==> config.mk <==
export PLATFORM = sky130hd
export DESIGN_NAME = mrau_top
export DESIGN_NICKNAME = d
export VERILOG_FILES = /design/src/hw/mrau_pkg.sv /design/src/hw/mrau_top.sv
export SDC_FILE = /design/constraint.sdc
export NUM_CORES = 1
export LEC_CHECK = 0
export BUFFER_PORTS_ARGS = -buffer_cell sky130_fd_sc_hd__buf_2
export CORE_MARGIN = 2
export CORE_UTILIZATION = 55
export DETAILED_ROUTE_END_ITERATION = 10
export GPL_ROUTABILITY_DRIVEN = 0
export GPL_TIMING_DRIVEN = 0
export PLACE_DENSITY = 0.81
export SKIP_CTS_REPAIR_TIMING = 1
export SYNTH_ARGS = -nofsm -noshare
export SYNTH_HDL_FRONTEND = slang
export SYNTH_SLANG_ARGS = --single-unit
==> constraint.sdc <==
create_clock -name CORE_CLK_IN -period 5.9 [get_ports CORE_CLK_IN]
set_input_delay 0.295 -clock CORE_CLK_IN [delete_from_list [all_inputs] [get_ports CORE_CLK_IN]]
set_output_delay 0.295 -clock CORE_CLK_IN [all_outputs]
set_load 0.05 [all_outputs]
==> src/hw/mrau_pkg.sv <==
// Constants for the memory region attribute unit: register indices, field positions,
// reset values, access kinds and width codes.
// Assumes a single core clock and a core that reaches these registers by index.
// Summary of operation
// - Each region takes its external bus width from a two-bit field; 11 is reserved.
// - At initialization all eight region attribute registers load from the boot record table.
// - Hardware reset clears the table-valid bit, marking region attributes invalid.
// - While invalid, the top region's attributes apply to every region.
// - Reset clears the top region register, so all regions start at 8-bit width.
// - The bus control register loads from the table after all region registers.
// - After loading, valid bit set selects per-region attributes, clear keeps top region.
// - Internal memory and registers use 32-bit buses; register cache uses 128 bits.
// - A request spanning two regions uses each region's attributes for its pieces.
// - A region register write during a bus access takes effect after that access.
// - Template mask register holds a 20-bit mask in bits 31 to 12.
// - Region comes from the upper three address bits: eight 512 Mbyte regions.
// - Template matches when all masked upper address bits equal the base bits.
// - A template with its enable clear never affects any access.
// - Reset clears every template enable bit; other mask bits stay undefined.
package mrau_pkg;
    localparam int          NUM_REGIONS      = 8;
    localparam int          NUM_TEMPLATES    = 2;
    localparam int          REG_SEL_W        = 4;
    localparam int          BOOT_IDX_W       = 4;
    // Register indices on the core register port.
    localparam logic [3:0]  IDX_REGION_FIRST = 4'h0;
    localparam logic [3:0]  IDX_REGION_TOP   = 4'h7;
    localparam logic [3:0]  IDX_BUS_CTL      = 4'h8;
    localparam logic [3:0]  IDX_TBASE0       = 4'h9;
    localparam logic [3:0]  IDX_TBASE1       = 4'ha;
    localparam logic [3:0]  IDX_TMASK0       = 4'hb;
    localparam logic [3:0]  IDX_TMASK1       = 4'hc;
    // Field positions.
    localparam int          WIDTH_FIELD_LO   = 24;
    localparam int          WIDTH_FIELD_HI   = 25;
    localparam int          TABLE_VALID_BIT  = 0;
    localparam int          TEMPLATE_EN_BIT  = 0;
    localparam int          TMPL_FIELD_LO    = 12;
    localparam int          TMPL_FIELD_HI    = 31;
    localparam int          REGION_LO        = 29;
    localparam int          REGION_HI        = 31;
    // Masks of implemented bits and reset values.
    localparam logic [31:0] REGION_ATTR_MASK = 32'h0300_0000;
    localparam logic [31:0] BUS_CTL_MASK     = 32'h0000_0001;
    localparam logic [31:0] TBASE_MASK       = 32'hffff_f000;
    localparam logic [31:0] TMASK_MASK       = 32'hffff_f001;
    localparam logic [31:0] REGION_ATTR_RST  = 32'h0000_0000;
    localparam logic [31:0] BUS_CTL_RST      = 32'h0000_0000;
    localparam logic        TEMPLATE_EN_RST  = 1'b0;
    // Bus width field encodings.
    localparam logic [1:0]  BW_8             = 2'h0;
    localparam logic [1:0]  BW_16            = 2'h1;
    localparam logic [1:0]  BW_32            = 2'h2;
    localparam logic [1:0]  BW_RESERVED      = 2'h3;
    // Access kinds presented by the core.
    typedef enum logic [1:0] {
        KIND_EXTERNAL = 2'h0,
        KIND_INT_RAM  = 2'h1,
        KIND_MMR      = 2'h2,
        KIND_REG_CACHE = 2'h3
    } mrau_kind_type;
    // Width codes driven on the access answer.
    localparam logic [2:0]  WC_EXT_8         = 3'h0;
    localparam logic [2:0]  WC_EXT_16        = 3'h1;
    localparam logic [2:0]  WC_EXT_32        = 3'h2;
    localparam logic [2:0]  WC_EXT_RESERVED  = 3'h3;
    localparam logic [2:0]  WC_INTERNAL_32   = 3'h4;
    localparam logic [2:0]  WC_REG_BUS_128   = 3'h5;
    // Boot loader states.
    typedef enum logic [2:0] {
        BOOT_REGIONS = 3'b001,
        BOOT_BUS_CTL = 3'b010,
        BOOT_DONE    = 3'b100
    } mrau_boot_type;
endpackage : mrau_pkg

==> src/hw/mrau_top.sv <==
// Memory region attribute unit: region attribute registers, bus control valid bit,
// two logical templates, boot-time table loading and per-access attribute lookup.
// Assumes the core presents each aligned piece of a split request as its own access,
// and holds ACC_ACTIVE_IN high while an external bus access is in progress.
`timescale 1ns/1ps
`default_nettype none
module mrau_top (
    input  wire logic                            CORE_CLK_IN,
    input  wire logic                            RST_IN,
    // Core register port.
    input  wire logic                            REG_WR_IN,
    input  wire logic                            REG_RD_IN,
    input  wire logic [mrau_pkg::REG_SEL_W-1:0]  REG_SEL_IN,
    input  wire logic [31:0]                     REG_WDATA_IN,
    output logic                                 REG_WR_READY_OUT,
    output logic                                 REG_RD_VALID_OUT,
    output logic [31:0]                          REG_RDATA_OUT,
    // Control table fetch from the boot record.
    output logic                                 BOOT_REQ_OUT,
    output logic [mrau_pkg::BOOT_IDX_W-1:0]      BOOT_IDX_OUT,
    input  wire logic                            BOOT_ACK_IN,
    input  wire logic [31:0]                     BOOT_DATA_IN,
    output logic                                 BOOT_DONE_OUT,
    // Access lookup.
    input  wire logic                            ACC_REQ_IN,
    input  wire logic [31:0]                     ACC_ADDR_IN,
    input  wire mrau_pkg::mrau_kind_type         ACC_KIND_IN,
    input  wire logic                            ACC_ACTIVE_IN,
    output logic                                 ACC_VALID_OUT,
    output logic [2:0]                           ACC_WIDTH_OUT,
    output logic [mrau_pkg::NUM_TEMPLATES-1:0]   ACC_TEMPLATE_OUT,
    output logic                                 TABLE_VALID_OUT
);
    import mrau_pkg::*;

    logic [1:0]               region_width_field_q [NUM_REGIONS];
    logic                     table_valid_q;
    logic [19:0]              template_base_field_q [NUM_TEMPLATES];
    logic [19:0]              template_mask_field_q [NUM_TEMPLATES];
    logic                     template_enable_bit_q [NUM_TEMPLATES];
    logic                     pend_q;
    logic                     wr_ready_q;
    logic [2:0]               pend_region_q;
    logic [1:0]               pend_width_q;
    mrau_boot_type            boot_state_q;
    logic [BOOT_IDX_W-1:0]    boot_idx_q;
    logic                     boot_req_q;
    logic                     reg_rd_valid_q;
    logic [31:0]              reg_rdata_q;
    logic                     acc_valid_q;
    logic [2:0]               acc_width_q;
    logic [NUM_TEMPLATES-1:0] acc_template_q;
    logic                     region_wr;
    logic                     apply_now;
    logic [31:0]              rd_word;

    // Region number from the upper three address bits.
    function automatic logic [2:0] region_of(input logic [31:0] addr);
        return addr[REGION_HI:REGION_LO];
    endfunction : region_of

    // Masked compare of the upper twenty address bits; a disabled template never hits.
    function automatic logic template_hit(input logic [31:0] addr, input logic [19:0] base,
                                          input logic [19:0] mask, input logic en);
        return en && (((addr[TMPL_FIELD_HI:TMPL_FIELD_LO] ^ base) & mask) == 20'h0_0000);
    endfunction : template_hit

    // Width code for an external access given its region's two-bit field.
    function automatic logic [2:0] ext_code(input logic [1:0] bw);
        logic [2:0] code;
        code = WC_EXT_RESERVED;
        unique case (bw)
            BW_8:        code = WC_EXT_8;
            BW_16:       code = WC_EXT_16;
            BW_32:       code = WC_EXT_32;
            BW_RESERVED: code = WC_EXT_RESERVED;
        endcase
        return code;
    endfunction : ext_code

    // A region register write from the core; boot loading does not go through here.
    assign region_wr = REG_WR_IN && !pend_q && (REG_SEL_IN <= IDX_REGION_TOP);
    // The held write lands only once no bus access is in flight.
    assign apply_now = pend_q && !ACC_ACTIVE_IN;

    // Boot loader: eight region entries first, bus control last.
    always_ff @(posedge CORE_CLK_IN) begin
        if (RST_IN) begin
            boot_state_q <= BOOT_REGIONS;
            boot_idx_q   <= '0;
            boot_req_q   <= 1'b1;
        end else begin
            unique case (boot_state_q)
                BOOT_REGIONS: begin
                    if (BOOT_ACK_IN) begin
                        boot_idx_q <= boot_idx_q + 4'h1;
                        if (boot_idx_q == IDX_REGION_TOP) begin
                            boot_state_q <= BOOT_BUS_CTL;
                        end
                    end
                end
                BOOT_BUS_CTL: begin
                    if (BOOT_ACK_IN) begin
                        boot_state_q <= BOOT_DONE;
                        boot_req_q   <= 1'b0;
                    end
                end
                BOOT_DONE: begin
                    boot_req_q <= 1'b0;
                end
            endcase
        end
    end

    // Region width fields: boot load, then core writes held across an active access.
    always_ff @(posedge CORE_CLK_IN) begin
        if (RST_IN) begin
            for (int i = 0; i < NUM_REGIONS; i++) begin
                region_width_field_q[i] <= REGION_ATTR_RST[WIDTH_FIELD_HI:WIDTH_FIELD_LO];
            end
        end else if ((boot_state_q == BOOT_REGIONS) && BOOT_ACK_IN) begin
            region_width_field_q[boot_idx_q[2:0]] <= BOOT_DATA_IN[WIDTH_FIELD_HI:WIDTH_FIELD_LO];
        end else if (apply_now) begin
            region_width_field_q[pend_region_q] <= pend_width_q;
        end else if (region_wr && !ACC_ACTIVE_IN) begin
            region_width_field_q[REG_SEL_IN[2:0]] <= REG_WDATA_IN[WIDTH_FIELD_HI:WIDTH_FIELD_LO];
        end
    end

    // Hold slot for a region write that arrived during an access; it blocks a second write.
    // The ready flag is kept as its own flop so the port is not driven through an inverter.
    always_ff @(posedge CORE_CLK_IN) begin
        if (RST_IN) begin
            pend_q        <= 1'b0;
            pend_region_q <= 3'h0;
            pend_width_q  <= 2'h0;
            wr_ready_q    <= 1'b1;
        end else if (apply_now) begin
            pend_q     <= 1'b0;
            wr_ready_q <= 1'b1;
        end else if (region_wr && ACC_ACTIVE_IN) begin
            pend_q        <= 1'b1;
            wr_ready_q    <= 1'b0;
            pend_region_q <= REG_SEL_IN[2:0];
            pend_width_q  <= REG_WDATA_IN[WIDTH_FIELD_HI:WIDTH_FIELD_LO];
        end
    end

    // Table-valid bit: cleared by reset, loaded last from the table, writable afterwards.
    always_ff @(posedge CORE_CLK_IN) begin
        if (RST_IN) begin
            table_valid_q <= BUS_CTL_RST[TABLE_VALID_BIT];
        end else if ((boot_state_q == BOOT_BUS_CTL) && BOOT_ACK_IN) begin
            table_valid_q <= BOOT_DATA_IN[TABLE_VALID_BIT];
        end else if (REG_WR_IN && (REG_SEL_IN == IDX_BUS_CTL)) begin
            table_valid_q <= REG_WDATA_IN[TABLE_VALID_BIT];
        end
    end

    // Template enables reset to off; base and mask fields are not reset and may be unknown.
    always_ff @(posedge CORE_CLK_IN) begin
        if (RST_IN) begin
            for (int t = 0; t < NUM_TEMPLATES; t++) begin
                template_enable_bit_q[t] <= TEMPLATE_EN_RST;
            end
        end else if (REG_WR_IN && (REG_SEL_IN == IDX_TMASK0)) begin
            template_enable_bit_q[0] <= REG_WDATA_IN[TEMPLATE_EN_BIT];
        end else if (REG_WR_IN && (REG_SEL_IN == IDX_TMASK1)) begin
            template_enable_bit_q[1] <= REG_WDATA_IN[TEMPLATE_EN_BIT];
        end
    end

    // Template base and mask fields.
    always_ff @(posedge CORE_CLK_IN) begin
        if (REG_WR_IN && !RST_IN) begin
            unique case (REG_SEL_IN)
                IDX_TBASE0: template_base_field_q[0] <= REG_WDATA_IN[TMPL_FIELD_HI:TMPL_FIELD_LO];
                IDX_TBASE1: template_base_field_q[1] <= REG_WDATA_IN[TMPL_FIELD_HI:TMPL_FIELD_LO];
                IDX_TMASK0: template_mask_field_q[0] <= REG_WDATA_IN[TMPL_FIELD_HI:TMPL_FIELD_LO];
                IDX_TMASK1: template_mask_field_q[1] <= REG_WDATA_IN[TMPL_FIELD_HI:TMPL_FIELD_LO];
                default: ;
            endcase
        end
    end

    // Read mux; unimplemented bits and unused indices read as zero.
    always_comb begin
        rd_word = 32'h0000_0000;
        if (REG_SEL_IN <= IDX_REGION_TOP) begin
            rd_word[WIDTH_FIELD_HI:WIDTH_FIELD_LO] = region_width_field_q[REG_SEL_IN[2:0]];
        end else if (REG_SEL_IN == IDX_BUS_CTL) begin
            rd_word[TABLE_VALID_BIT] = table_valid_q;
        end else if (REG_SEL_IN == IDX_TBASE0) begin
            rd_word[TMPL_FIELD_HI:TMPL_FIELD_LO] = template_base_field_q[0];
        end else if (REG_SEL_IN == IDX_TBASE1) begin
            rd_word[TMPL_FIELD_HI:TMPL_FIELD_LO] = template_base_field_q[1];
        end else if (REG_SEL_IN == IDX_TMASK0) begin
            rd_word[TMPL_FIELD_HI:TMPL_FIELD_LO] = template_mask_field_q[0];
            rd_word[TEMPLATE_EN_BIT]              = template_enable_bit_q[0];
        end else if (REG_SEL_IN == IDX_TMASK1) begin
            rd_word[TMPL_FIELD_HI:TMPL_FIELD_LO] = template_mask_field_q[1];
            rd_word[TEMPLATE_EN_BIT]              = template_enable_bit_q[1];
        end
    end

    // Registered read answer, one cycle after the strobe.
    always_ff @(posedge CORE_CLK_IN) begin
        if (RST_IN) begin
            reg_rd_valid_q <= 1'b0;
            reg_rdata_q    <= 32'h0000_0000;
        end else begin
            reg_rd_valid_q <= REG_RD_IN;
            if (REG_RD_IN) begin
                reg_rdata_q <= rd_word;
            end
        end
    end

    // Access lookup: with the table valid, each presented piece is decoded by its own address, so a split
    // request picks up both regions' widths without extra state.
    always_ff @(posedge CORE_CLK_IN) begin
        if (RST_IN) begin
            acc_valid_q    <= 1'b0;
            acc_width_q    <= WC_EXT_8;
            acc_template_q <= '0;
        end else begin
            acc_valid_q <= ACC_REQ_IN;
            if (ACC_REQ_IN) begin
                unique case (ACC_KIND_IN)
                    KIND_EXTERNAL: begin
                        if (table_valid_q) begin
                            acc_width_q <= ext_code(region_width_field_q[region_of(ACC_ADDR_IN)]);
                        end else begin
                            acc_width_q <= ext_code(region_width_field_q[IDX_REGION_TOP[2:0]]);
                        end
                    end
                    KIND_INT_RAM:   acc_width_q <= WC_INTERNAL_32;
                    KIND_MMR:       acc_width_q <= WC_INTERNAL_32;
                    KIND_REG_CACHE: acc_width_q <= WC_REG_BUS_128;
                endcase
                // Templates do not apply to memory-mapped register accesses.
                for (int t = 0; t < NUM_TEMPLATES; t++) begin
                    acc_template_q[t] <= (ACC_KIND_IN != KIND_MMR) &&
                        template_hit(ACC_ADDR_IN, template_base_field_q[t],
                                     template_mask_field_q[t], template_enable_bit_q[t]);
                end
            end
        end
    end

    assign REG_WR_READY_OUT = wr_ready_q;
    assign REG_RD_VALID_OUT = reg_rd_valid_q;
    assign REG_RDATA_OUT    = reg_rdata_q;
    assign BOOT_REQ_OUT     = boot_req_q;
    assign BOOT_IDX_OUT     = boot_idx_q;
    assign BOOT_DONE_OUT    = boot_state_q[2];
    assign ACC_VALID_OUT    = acc_valid_q;
    assign ACC_WIDTH_OUT    = acc_width_q;
    assign ACC_TEMPLATE_OUT = acc_template_q;
    assign TABLE_VALID_OUT  = table_valid_q;
endmodule : mrau_top
`default_nettype wire

* Yosys cells after proc, flatten, opt, wreduce, memory -nomap -nowiden
Memory sizes are Yosys's and may differ from the RTL's.
Index checks and enable logic that the tools add are counted.
** Storage, ports and cells
- Register bits :: 44
- Latch bits :: 0
- Memory bits (writable) :: 98
- Memory bits (read-only) :: 0
- Bits of input ports :: 109
- Output and inout port bits :: 47
- Memories kept :: 4
** Memory list
- template_base_field_q :: depth 2, bits a word 20, read ports 2, clocked after Yosys merged registers in 0, write ports 1, RTL line mrau_top.sv:38 : logic [19:0] template_base_field_q [NUM_TEMPLATES];
- template_mask_field_q :: depth 2, bits a word 20, read ports 2, clocked after Yosys merged registers in 0, write ports 1, RTL line mrau_top.sv:39 : logic [19:0] template_mask_field_q [NUM_TEMPLATES];
- region_width_field_q :: depth 8, bits a word 2, read ports 3, clocked after Yosys merged registers in 0, write ports 8, RTL line mrau_top.sv:36 : logic [1:0] region_width_field_q [NUM_REGIONS];
- template_enable_bit_q :: depth 2, bits a word 1, read ports 2, clocked after Yosys merged registers in 0, write ports 2, RTL line mrau_top.sv:40 : logic template_enable_bit_q [NUM_TEMPLATES];
** Operators by class
- Add/sub/neg operators :: 1
- $mul :: 0
- Divide/modulo/power cells :: 0
- Order comparisons :: 1
- Eq/ne operators :: 22
- Shifts and indexed selects :: 0
- Muxes and demuxes :: 76
- Bitwise gates (word level) :: 7
- Reduce and logical (&&, ||, !) cells :: 37
** Operators by type and width (number)
- 20-bit two-way mux :: 7
- 1-bit two-way mux :: 51
- 20-bit AND :: 2
- 20-bit logical NOT :: 2
- 20-bit OR reduction :: 2
- 20-bit XOR :: 2
- 3-bit one-hot mux with 4 select lines :: 2
- 3-bit two-way mux :: 7
- 4-bit == test, second input constant :: 5
- 1-bit logical AND :: 15
- 2-bit == test, second input constant :: 6
- 12-bit two-way mux :: 1
- 2-bit OR reduction :: 5
- 3-bit one-hot mux with 3 select lines :: 1
- 2-bit two-way mux :: 4
- 2-bit != test, second input constant :: 4
- 2-bit by 1-bit == test with 1-bit output, second input constant :: 3
- 2-bit logical NOT :: 3
- 6-bit two-way mux :: 1
- 3-bit one-hot mux with 2 select lines :: 1
- 2-bit AND reduction :: 3
- 2-bit nonzero test :: 3
- 4-bit by 1-bit adder with 4-bit output, second input constant :: 1
- 4-bit by 3-bit == test with 1-bit output, second input constant :: 1
- other kinds (9) :: 12

* Depth between registers and ports, before layout
Gate-level depths: netlist of run 1.
- Word-level depth :: 11
- Mapped depth :: 8

* Worst setup path after synthesis of run 1
Ideal clock, no wire load.
- Path kind :: input port to flip-flop
- Start :: input port REG_SEL_IN[0] in the netlist's numbering
- End :: memory template_mask_field_q[0][0] (enable)
- Arrival :: 2.047 ns
- Slack :: 3.431 ns
- Stages on the path :: 4
- Buffers on the path :: 2
- Cells stage by stage :: buf_6 buf_6 nand2_1 nor3_1
** Between the ends
- Cells in the longest elaborated chain, start to end :: 6
- Elaborated cells between the ends (all ways) :: 11
- Classes of those cells :: eq/ne (2); mux (8); reduce/logical (1)
** Ends and longest elaborated chain
- start, declared :: RTL line mrau_top.sv:13 : input wire logic [mrau_pkg::REG_SEL_W-1:0] REG_SEL_IN,
- 4-bit == test :: RTL line mrau_top.sv:176 : unique case (REG_SEL_IN)
- 1-bit two-way mux :: RTL line mrau_top.sv:176
- 1-bit two-way mux :: RTL line mrau_top.sv:175 : if (REG_WR_IN && !RST_IN) begin
- 1-bit two-way mux (implied by the code) :: RTL line mrau_top.sv:180 : IDX_TMASK1: template_mask_field_q[1] <= REG_WDATA_IN[TMPL_FIELD_HI:TMPL_FIELD_LO];
- 20-bit OR reduction (no source line)
- 1-bit two-way mux (no source line)
- end, declared :: RTL line mrau_top.sv:39
Several ways; a longest one is shown, not always the timed one.

* Final worst setup path of run 1
- Start :: input port REG_SEL_IN[3] in the netlist's numbering
- End :: memory template_base_field_q[0][15] (enable)
** Between the ends
- Cells in the longest elaborated chain, start to end :: 6
- Elaborated cells between the ends (all ways) :: 11
- Classes of those cells :: eq/ne (2); mux (8); reduce/logical (1)
** Ends and longest elaborated chain
- 4-bit == test :: RTL line mrau_top.sv:176
- 1-bit two-way mux :: RTL line mrau_top.sv:176
- 1-bit two-way mux :: RTL line mrau_top.sv:175
- 1-bit two-way mux (implied by the code) :: RTL line mrau_top.sv:178 : IDX_TBASE1: template_base_field_q[1] <= REG_WDATA_IN[TMPL_FIELD_HI:TMPL_FIELD_LO];
- 20-bit OR reduction (no source line)
- 1-bit two-way mux (no source line)
- end, declared :: RTL line mrau_top.sv:38
Several ways; a longest one is shown, not always the timed one.

==> results of run 1 <==
## Yosys cell counts (4+ instances only)
cell type | instances | area share, %
a21oi_1 | 16 | 1.2
a221oi_1 | 26 | 3.4
a22o_1 | 27 | 3.5
buf_2 | 12 | 0.90
buf_4 | 15 | 1.7
buf_6 | 4 | 0.67
clkbuf_1 | 12 | 0.67
dfxtp_1 | 44 | 13
edfxtp_1 | 98 | 44
inv_1 | 5 | 0.28
mux2i_1 | 10 | 1.5
mux4_2 | 8 | 2.7
nand2_1 | 37 | 2.1
nand2b_1 | 9 | 0.84
nand3b_1 | 5 | 0.56
nand4_1 | 6 | 0.56
nor2_1 | 52 | 2.9
nor2b_1 | 4 | 0.37
nor3_1 | 5 | 0.37
o21ai_0 | 27 | 2.0
o21ai_1 | 20 | 1.5
xor2_1 | 42 | 5.5
## stage by stage
step / cells / instance area (um^2)
final: 834 / 8000
after CTS: 833 / 7990
after global routing: 834 / 8000
after global placement: 798 / 7340
after detailed placement: 801 / 7400
after floorplan: 565 / 6730
## worst paths after layout
kind | slack (ns) | start | endpoint | depth (start not counted)
max | 3.59 | REG_SEL_IN[3] | template_base_field_q[0][15] | 6
min | 0.09 | REG_WDATA_IN[26] | template_base_field_q[0][34] | 1
max reg2reg | 4.07 | pend_q | region_width_field_q[4][1] | 6
min reg2reg | 0.45 | REG_RDATA_OUT[22] | REG_RDATA_OUT[22] | 2
## kinds of logic after synthesis
group	after synthesis	synth area share [%]
AND/OR/NAND/NOR	147	11.2
flip-flops	142	57.2
adder cells (fa/ha/maj)	1	0.187
XOR/XNOR	43	5.63
AO/OA/AOI/OAI	152	17.1
other	1	0.0561
multiplexers	19	4.36
buffers and inverters	50	4.32
## layout by cell type (no fill, tap or decap), types with 11 or more instances in the layout
cell,count
clkbuf_16,17
conb_1,11
nor2_1,51
o21ai_1,20
xor2_1,42
a22o_1,27
dfxtp_1,44
clkbuf_1,16
buf_4,15
edfxtp_1,98
a221oi_1,26
nand2_1,37
buf_2,98
o21ai_0,27
a21oi_1,16
## per-layer routing
layer / wire, um / vias to the layer above
li1: - / 2344
met1: 7060 / 2531
met2: 8780 / 352
met3: 1700 / 56
met4: 577 / 0
met5: 0 / -
## critical path, delay by kind of cell
family	cells	cell delay [ns]
buffers and inverters	3	0.73
AND/OR/NAND/NOR	3	1.39
## flip-flops by register name (all words and copies together) (netlist names), 2 cells and up
| register | cells |
|---|---|
| template_base_field_q | 40 |
| template_mask_field_q | 40 |
| REG_RDATA_OUT | 21 |
| region_width_field_q | 16 |
| BOOT_IDX_OUT | 4 |
| ACC_WIDTH_OUT | 3 |
| boot_state_q | 3 |
| pend_region_q | 3 |
| ACC_TEMPLATE_OUT | 2 |
| pend_width_q | 2 |
| template_enable_bit_q | 2 |
## where the power goes
| group | leakage [nW] | switching (W) | internal [W] |
|---|---|---|---|
| sequential | 1.26 | 0.0000141 | 0.00109 |
| combinational | 1.47 | 0.000168 | 0.0000901 |
| clock | 0.284 | 0.000407 | 0.000676 |
## layout make-up
cell class,instances,area (um^2)
Sequential cell,142,3820
Multi-Input combinational cell,373,2620
Clock inverter,10,141
Tap cell,147,184
Inverter,6,22.5
Clock buffer,22,454
Timing Repair Buffer,89,480
Fill cell,851,3970
Buffer,44,267
Antenna cell,1,2.50
==> metrics.cfg, run 1 <==
[sta]
rsz0062_at_grt = no
tightest_slew_ns = 1.25
min_period_ns = 2.31
setup_viol = 0
worst_slack_ns = 3.59
tns_ns = 0
relSlewSlack_pct = 17.0
hold_viol = 0
clock_skew_ns = 0.00666
hold_ws_ns = 0.0872
final-max-slew-violation-count = 0
fmax_ghz = 0.434
period_share_pct = 39.1

[worst_setup_path]
critical_path_required_ns = 6.03
critPathKind = in -> reg
critPathMaxFanout = 13
cp_slowest_cell = nor2_2
slowest_delay_ns = 0.62
cp_cell_sequence = buf_2 > nor2b_1 > nand3b_1 > clkbuf_1 > nor2_2 > buf_16
worst_setup_path_end_kind = flop
cp.arrival_ns = 2.44
start_kind = input port

[route]
routed_wirelength_um = 18100
dr_total_vias = 5283
drt_iter0_drc = 713
drcViolationCount = 0
antenna_left = 0
viasPerCell = 6.33
wl_per_cell_um = 21.7
first_pass_iters = 6

[pwr]
p_per_area_nw_per_um2 = 306
ir_drop_mv = 0.186
design_power_total_w = 0.00244
leakagePower_nw = 3.01

[cells_and_area]
fin_nets = 783
finish.utilization_pct = 66.9
area_growth_pct = 19.5
drive_gt1_share_pct = 26.5

[placement]
dp_hpwl_um = 12500
io_buffers = 86
pre_cts_slack_ns = 3.24

[logic_synthesis]
synthDistinctLibCells = 71
ys_seq_elements = 142
yosysWarningCount = 0
syn-instance-count = 555
yosys_most_used_dff = edfxtp_1
yosysSeqAreaShare_pct = 57.2
netlist_area_um2 = 6690
synthArstFlopShare_pct = 0
synth_edf_count = 98
avgSynthCellArea_um2 = 12.1

[clock_tree]
cts_tree = built
htreeDepth = 4
clkLatencyLatePin_ns = 0.42
cts_buffers = 17
clock_path_buffers = 2
cts_root_buf = clkbuf_16
path_clk_slew_ns = 0.05
clkSinkCount = 142

[global_route]
use_met3_pct = 7.94
use_met2_pct = 45.2
grt_max_degree = 22
grt_pass1_vias = 5291
antenna_found_initial = 1
top_usage_layer = met2
grt_pass1_wl_um = 27800
grt_util_all_layers_pct = 28.7
grtUsageMet1_pct = 35.9
overflow = 0

[job]
drv_cap = 0

[floorplanning]
row_count = 40
initial_core_util_pct = 55.9
io_pins = 156
dieHeight_um = 114
core_region_area_um2 = 12000
die_w_um = 114
dieArea_um2 = 13100

[outcome]
status = finished clean

[min_path]
hp-class = in -> reg

Note: power is estimated with default switching activity, not from simulation.
==> run 2: changes to the inputs <==
--- a/config.mk
+++ b/config.mk
@@ -5,13 +5,14 @@
 export SDC_FILE = /design/constraint.sdc
 export NUM_CORES = 1
 export LEC_CHECK = 0
+export ABC_AREA = 1
 export BUFFER_PORTS_ARGS = -buffer_cell sky130_fd_sc_hd__buf_2
 export CORE_MARGIN = 2
-export CORE_UTILIZATION = 55
+export CORE_UTILIZATION = 50
 export DETAILED_ROUTE_END_ITERATION = 10
 export GPL_ROUTABILITY_DRIVEN = 0
 export GPL_TIMING_DRIVEN = 0
-export PLACE_DENSITY = 0.81
+export PLACE_DENSITY = 0.77
 export SKIP_CTS_REPAIR_TIMING = 1
 export SYNTH_ARGS = -nofsm -noshare
 export SYNTH_HDL_FRONTEND = slang
==> constraint.sdc (replaced) <==
create_clock -name CORE_CLK_IN -period 1.96 [get_ports CORE_CLK_IN]
set_input_delay 0.098 -clock CORE_CLK_IN [delete_from_list [all_inputs] [get_ports CORE_CLK_IN]]
set_output_delay 0.098 -clock CORE_CLK_IN [all_outputs]
set_load 0.05 [all_outputs]
==> metrics.cfg, run 2 <==
[worst_setup_path]
critPathKind = reg -> reg
crit_buf_inv = 3
start_kind = flop
reg2reg_depth = 8
r2r-start = pend_q
slowest_delay_ns = 0.39
cp_cell_sequence = inv_1 > nor2_4 > buf_4 > nand4_1 > nand3_2 > nand3_2 > buf_6 > o21ai_2
critPathLaunch = pend_q
cp_slowest_cell = dfxtp_1
crit_family = simple AND/OR/NAND/NOR gates
r2r_end = region_width_field_q[1][0]
critical_path_required_ns = 2.09
critPathMaxFanout = 10
cp_common_cell = nand3_2
cp.arrival_ns = 2.01
r2r_slack_ns = 0.07
worst_setup_path_end_kind = flop

[pwr]
ir_drop_mv = 0.614
power.share.sequential_pct = 46.5
clkPwrFrac_pct = 41.8
sw_frac_of_total_pct = 27.0
leakagePower_nw = 3.93
p_per_area_nw_per_um2 = 809
intPower_w = 0.00519
combPwrFrac_pct = 11.7
design_power_total_w = 0.00711
p_sw_w = 0.00192

[floorplanning]
core_region_area_um2 = 13900
dieArea_um2 = 15300
die_w_um = 124
io_pins = 156
dieHeight_um = 124
initial_core_util_pct = 51.5
row_count = 43

[logic_synthesis]
ys_seq_elements = 142
yosys.area_share.simple_pct = 29.7
synth_edf_count = 98
synth_top_family_by_area = simple AND/OR/NAND/NOR gates
synth_top_area_share_pct = 41.0
synthArstFlopShare_pct = 0
synth_common_cells = 215 x nand2_1, 116 x nand3_1, 100 x inv_1
synthDistinctLibCells = 35
netlist_area_um2 = 7180
yosysTopAreaCell = edfxtp_1
muxShareOfSynthArea_pct = 0
yosysSeqAreaShare_pct = 53.3
yosysWarningCount = 0
avgSynthCellArea_um2 = 8.36
yosys_most_used_dff = edfxtp_1
syn-instance-count = 859
synth.most_common_cell = nand2_1
yosys-top-cells-area = edfxtp_1 41%, dfxtp_1 12%, nand2_1 11%, nand3_1 8.1%, inv_1 5.2%
synth-xor-area-share_pct = 0.366
synth_compound_area_share_pct = 7.62
synth_fa_ha_area_share_pct = 0.174

[cells_and_area]
fin_nets = 1118
nFillCells = 1161
layout_common_cells = 214 x nand2_1, 116 x nand3_1, 100 x inv_1, 100 x buf_2, 98 x edfxtp_1
drive_gt1_share_pct = 20.1
seqCellArea_um2 = 3820
antenna_cells = 0
area_growth_pct = 22.5
multiInputGateArea_um2 = 2800
layout_commonest_cell = nand2_1

[route]
routed_wirelength_um = 20100
dr_total_vias = 6570
drt_iter0_drc = 771
viasPerCell = 5.47
first_pass_iters = 7
drcViolationCount = 0
antenna_left = 0
wl_per_cell_um = 16.7

[clock_tree]
cts_buffers = 17
cts_root_buf = clkbuf_16
cts_tree = built
htreeDepth = 4
clkLatencyLatePin_ns = 0.43
path_clk_slew_ns = 0.06
clkSinkCount = 142
clock_path_buffers = 2

[global_route]
grt_max_degree = 17
grt_util_all_layers_pct = 26.7
overflow = 0
grt_pass1_wl_um = 30100
grt_pass1_vias = 6020
antenna_found_initial = 0

[job]
drv_cap = 0

[sta]
hold_ws_ns = 0.0103
hold_viol = 0
relSlewSlack_pct = 50.3
min_period_ns = 1.89
period_share_pct = 96.2
setup_viol = 0
clock_skew_ns = 0.00833
tightest_slew_ns = 0.745
final-max-slew-violation-count = 0
fmax_ghz = 0.530

[min_path]
hp-class = in -> reg
hp-start = ACC_ACTIVE_IN
whs_path_depth = 3
holdPathEnd = pend_width_q[0]

[outcome]
status = finished clean

[placement]
dp_hpwl_um = 14000
io_buffers = 89

run 2: cells by family after synthesis:
group,Yosys count
compound gates,106
xor+xnor,3
flops,142
buf+inv,146
simple gates,460
fa+ha+maj,1
other cells,1
run 2: through the flow:
step | setup slack [ns] | instance area [um^2] | setup TNS, ns | instances | util [%]
6_report | 0.0745 | 8790 | 0 | 1201 | 63.1
5_1_grt | -0.0159 | 8790 | -0.0620 | 1201 | 63.1
4_1_cts | 0.0280 | 8500 | 0 | 1174 | 61.0
3_5_place_dp | -0.246 | 7960 | -3.97 | 1142 | 57.1
3_3_place_gp | -1.13 | 7890 | -82.72 | 1138 | 56.6
2_1_floorplan | 0.00306 | 7220 | 0 | 869 | -
run 2: metal layers:
metal  wire length (um)  vias to the layer above  GRT usage (%)
met5                  0                        -              0
met4                553                        0           13.6
met3               2510                       48           5.95
met2               9150                      422           41.8
met1               7880                     2959           34.9
li1                   -                     3141              -
run 2: final cells by class:
type,count,share of cell area (%)
clock buffers,19,5.04
plain buffers,44,2.85
inverters,102,4.35
clock inverters,13,1.15
flip-flops and latches,142,43.5
repair buffers,120,8.65
multi-input cells,581,31.9
well taps,180,2.56
run 2: power by group through the flow:
stage	clock network [W]	registers (W)	logic, W
floorplan	0	0.00344	0.000428
global placement	0	0.00337	0.000746
detailed placement	0	0.00337	0.000761
CTS	0.00300	0.00331	0.000766
global route	0.00312	0.00332	0.000903
finish	0.00297	0.00331	0.000831
run 2: tightest hold or removal path: cells and delay by family:
kind | cells | cell delay [ns]
AOI/OAI and AO/OA | 1 | 0.06
buffers and inverters | 1 | 0.15
and+or+nand+nor | 1 | 0.09
run 2: how the worst max path moves through the flow:
stage	end	cells after the start	slack, ns
finish	region_width_field_q[1][0]	8	0.07
global route	region_width_field_q[2][0]	8	-0.02
detailed placement	template_base_field_q[0][15]	7	-0.25
global placement	template_base_field_q[0][4]	6	-1.13
CTS	region_width_field_q[1][0]	7	0.03
floorplan	template_mask_field_q[0][0]	5	0.003
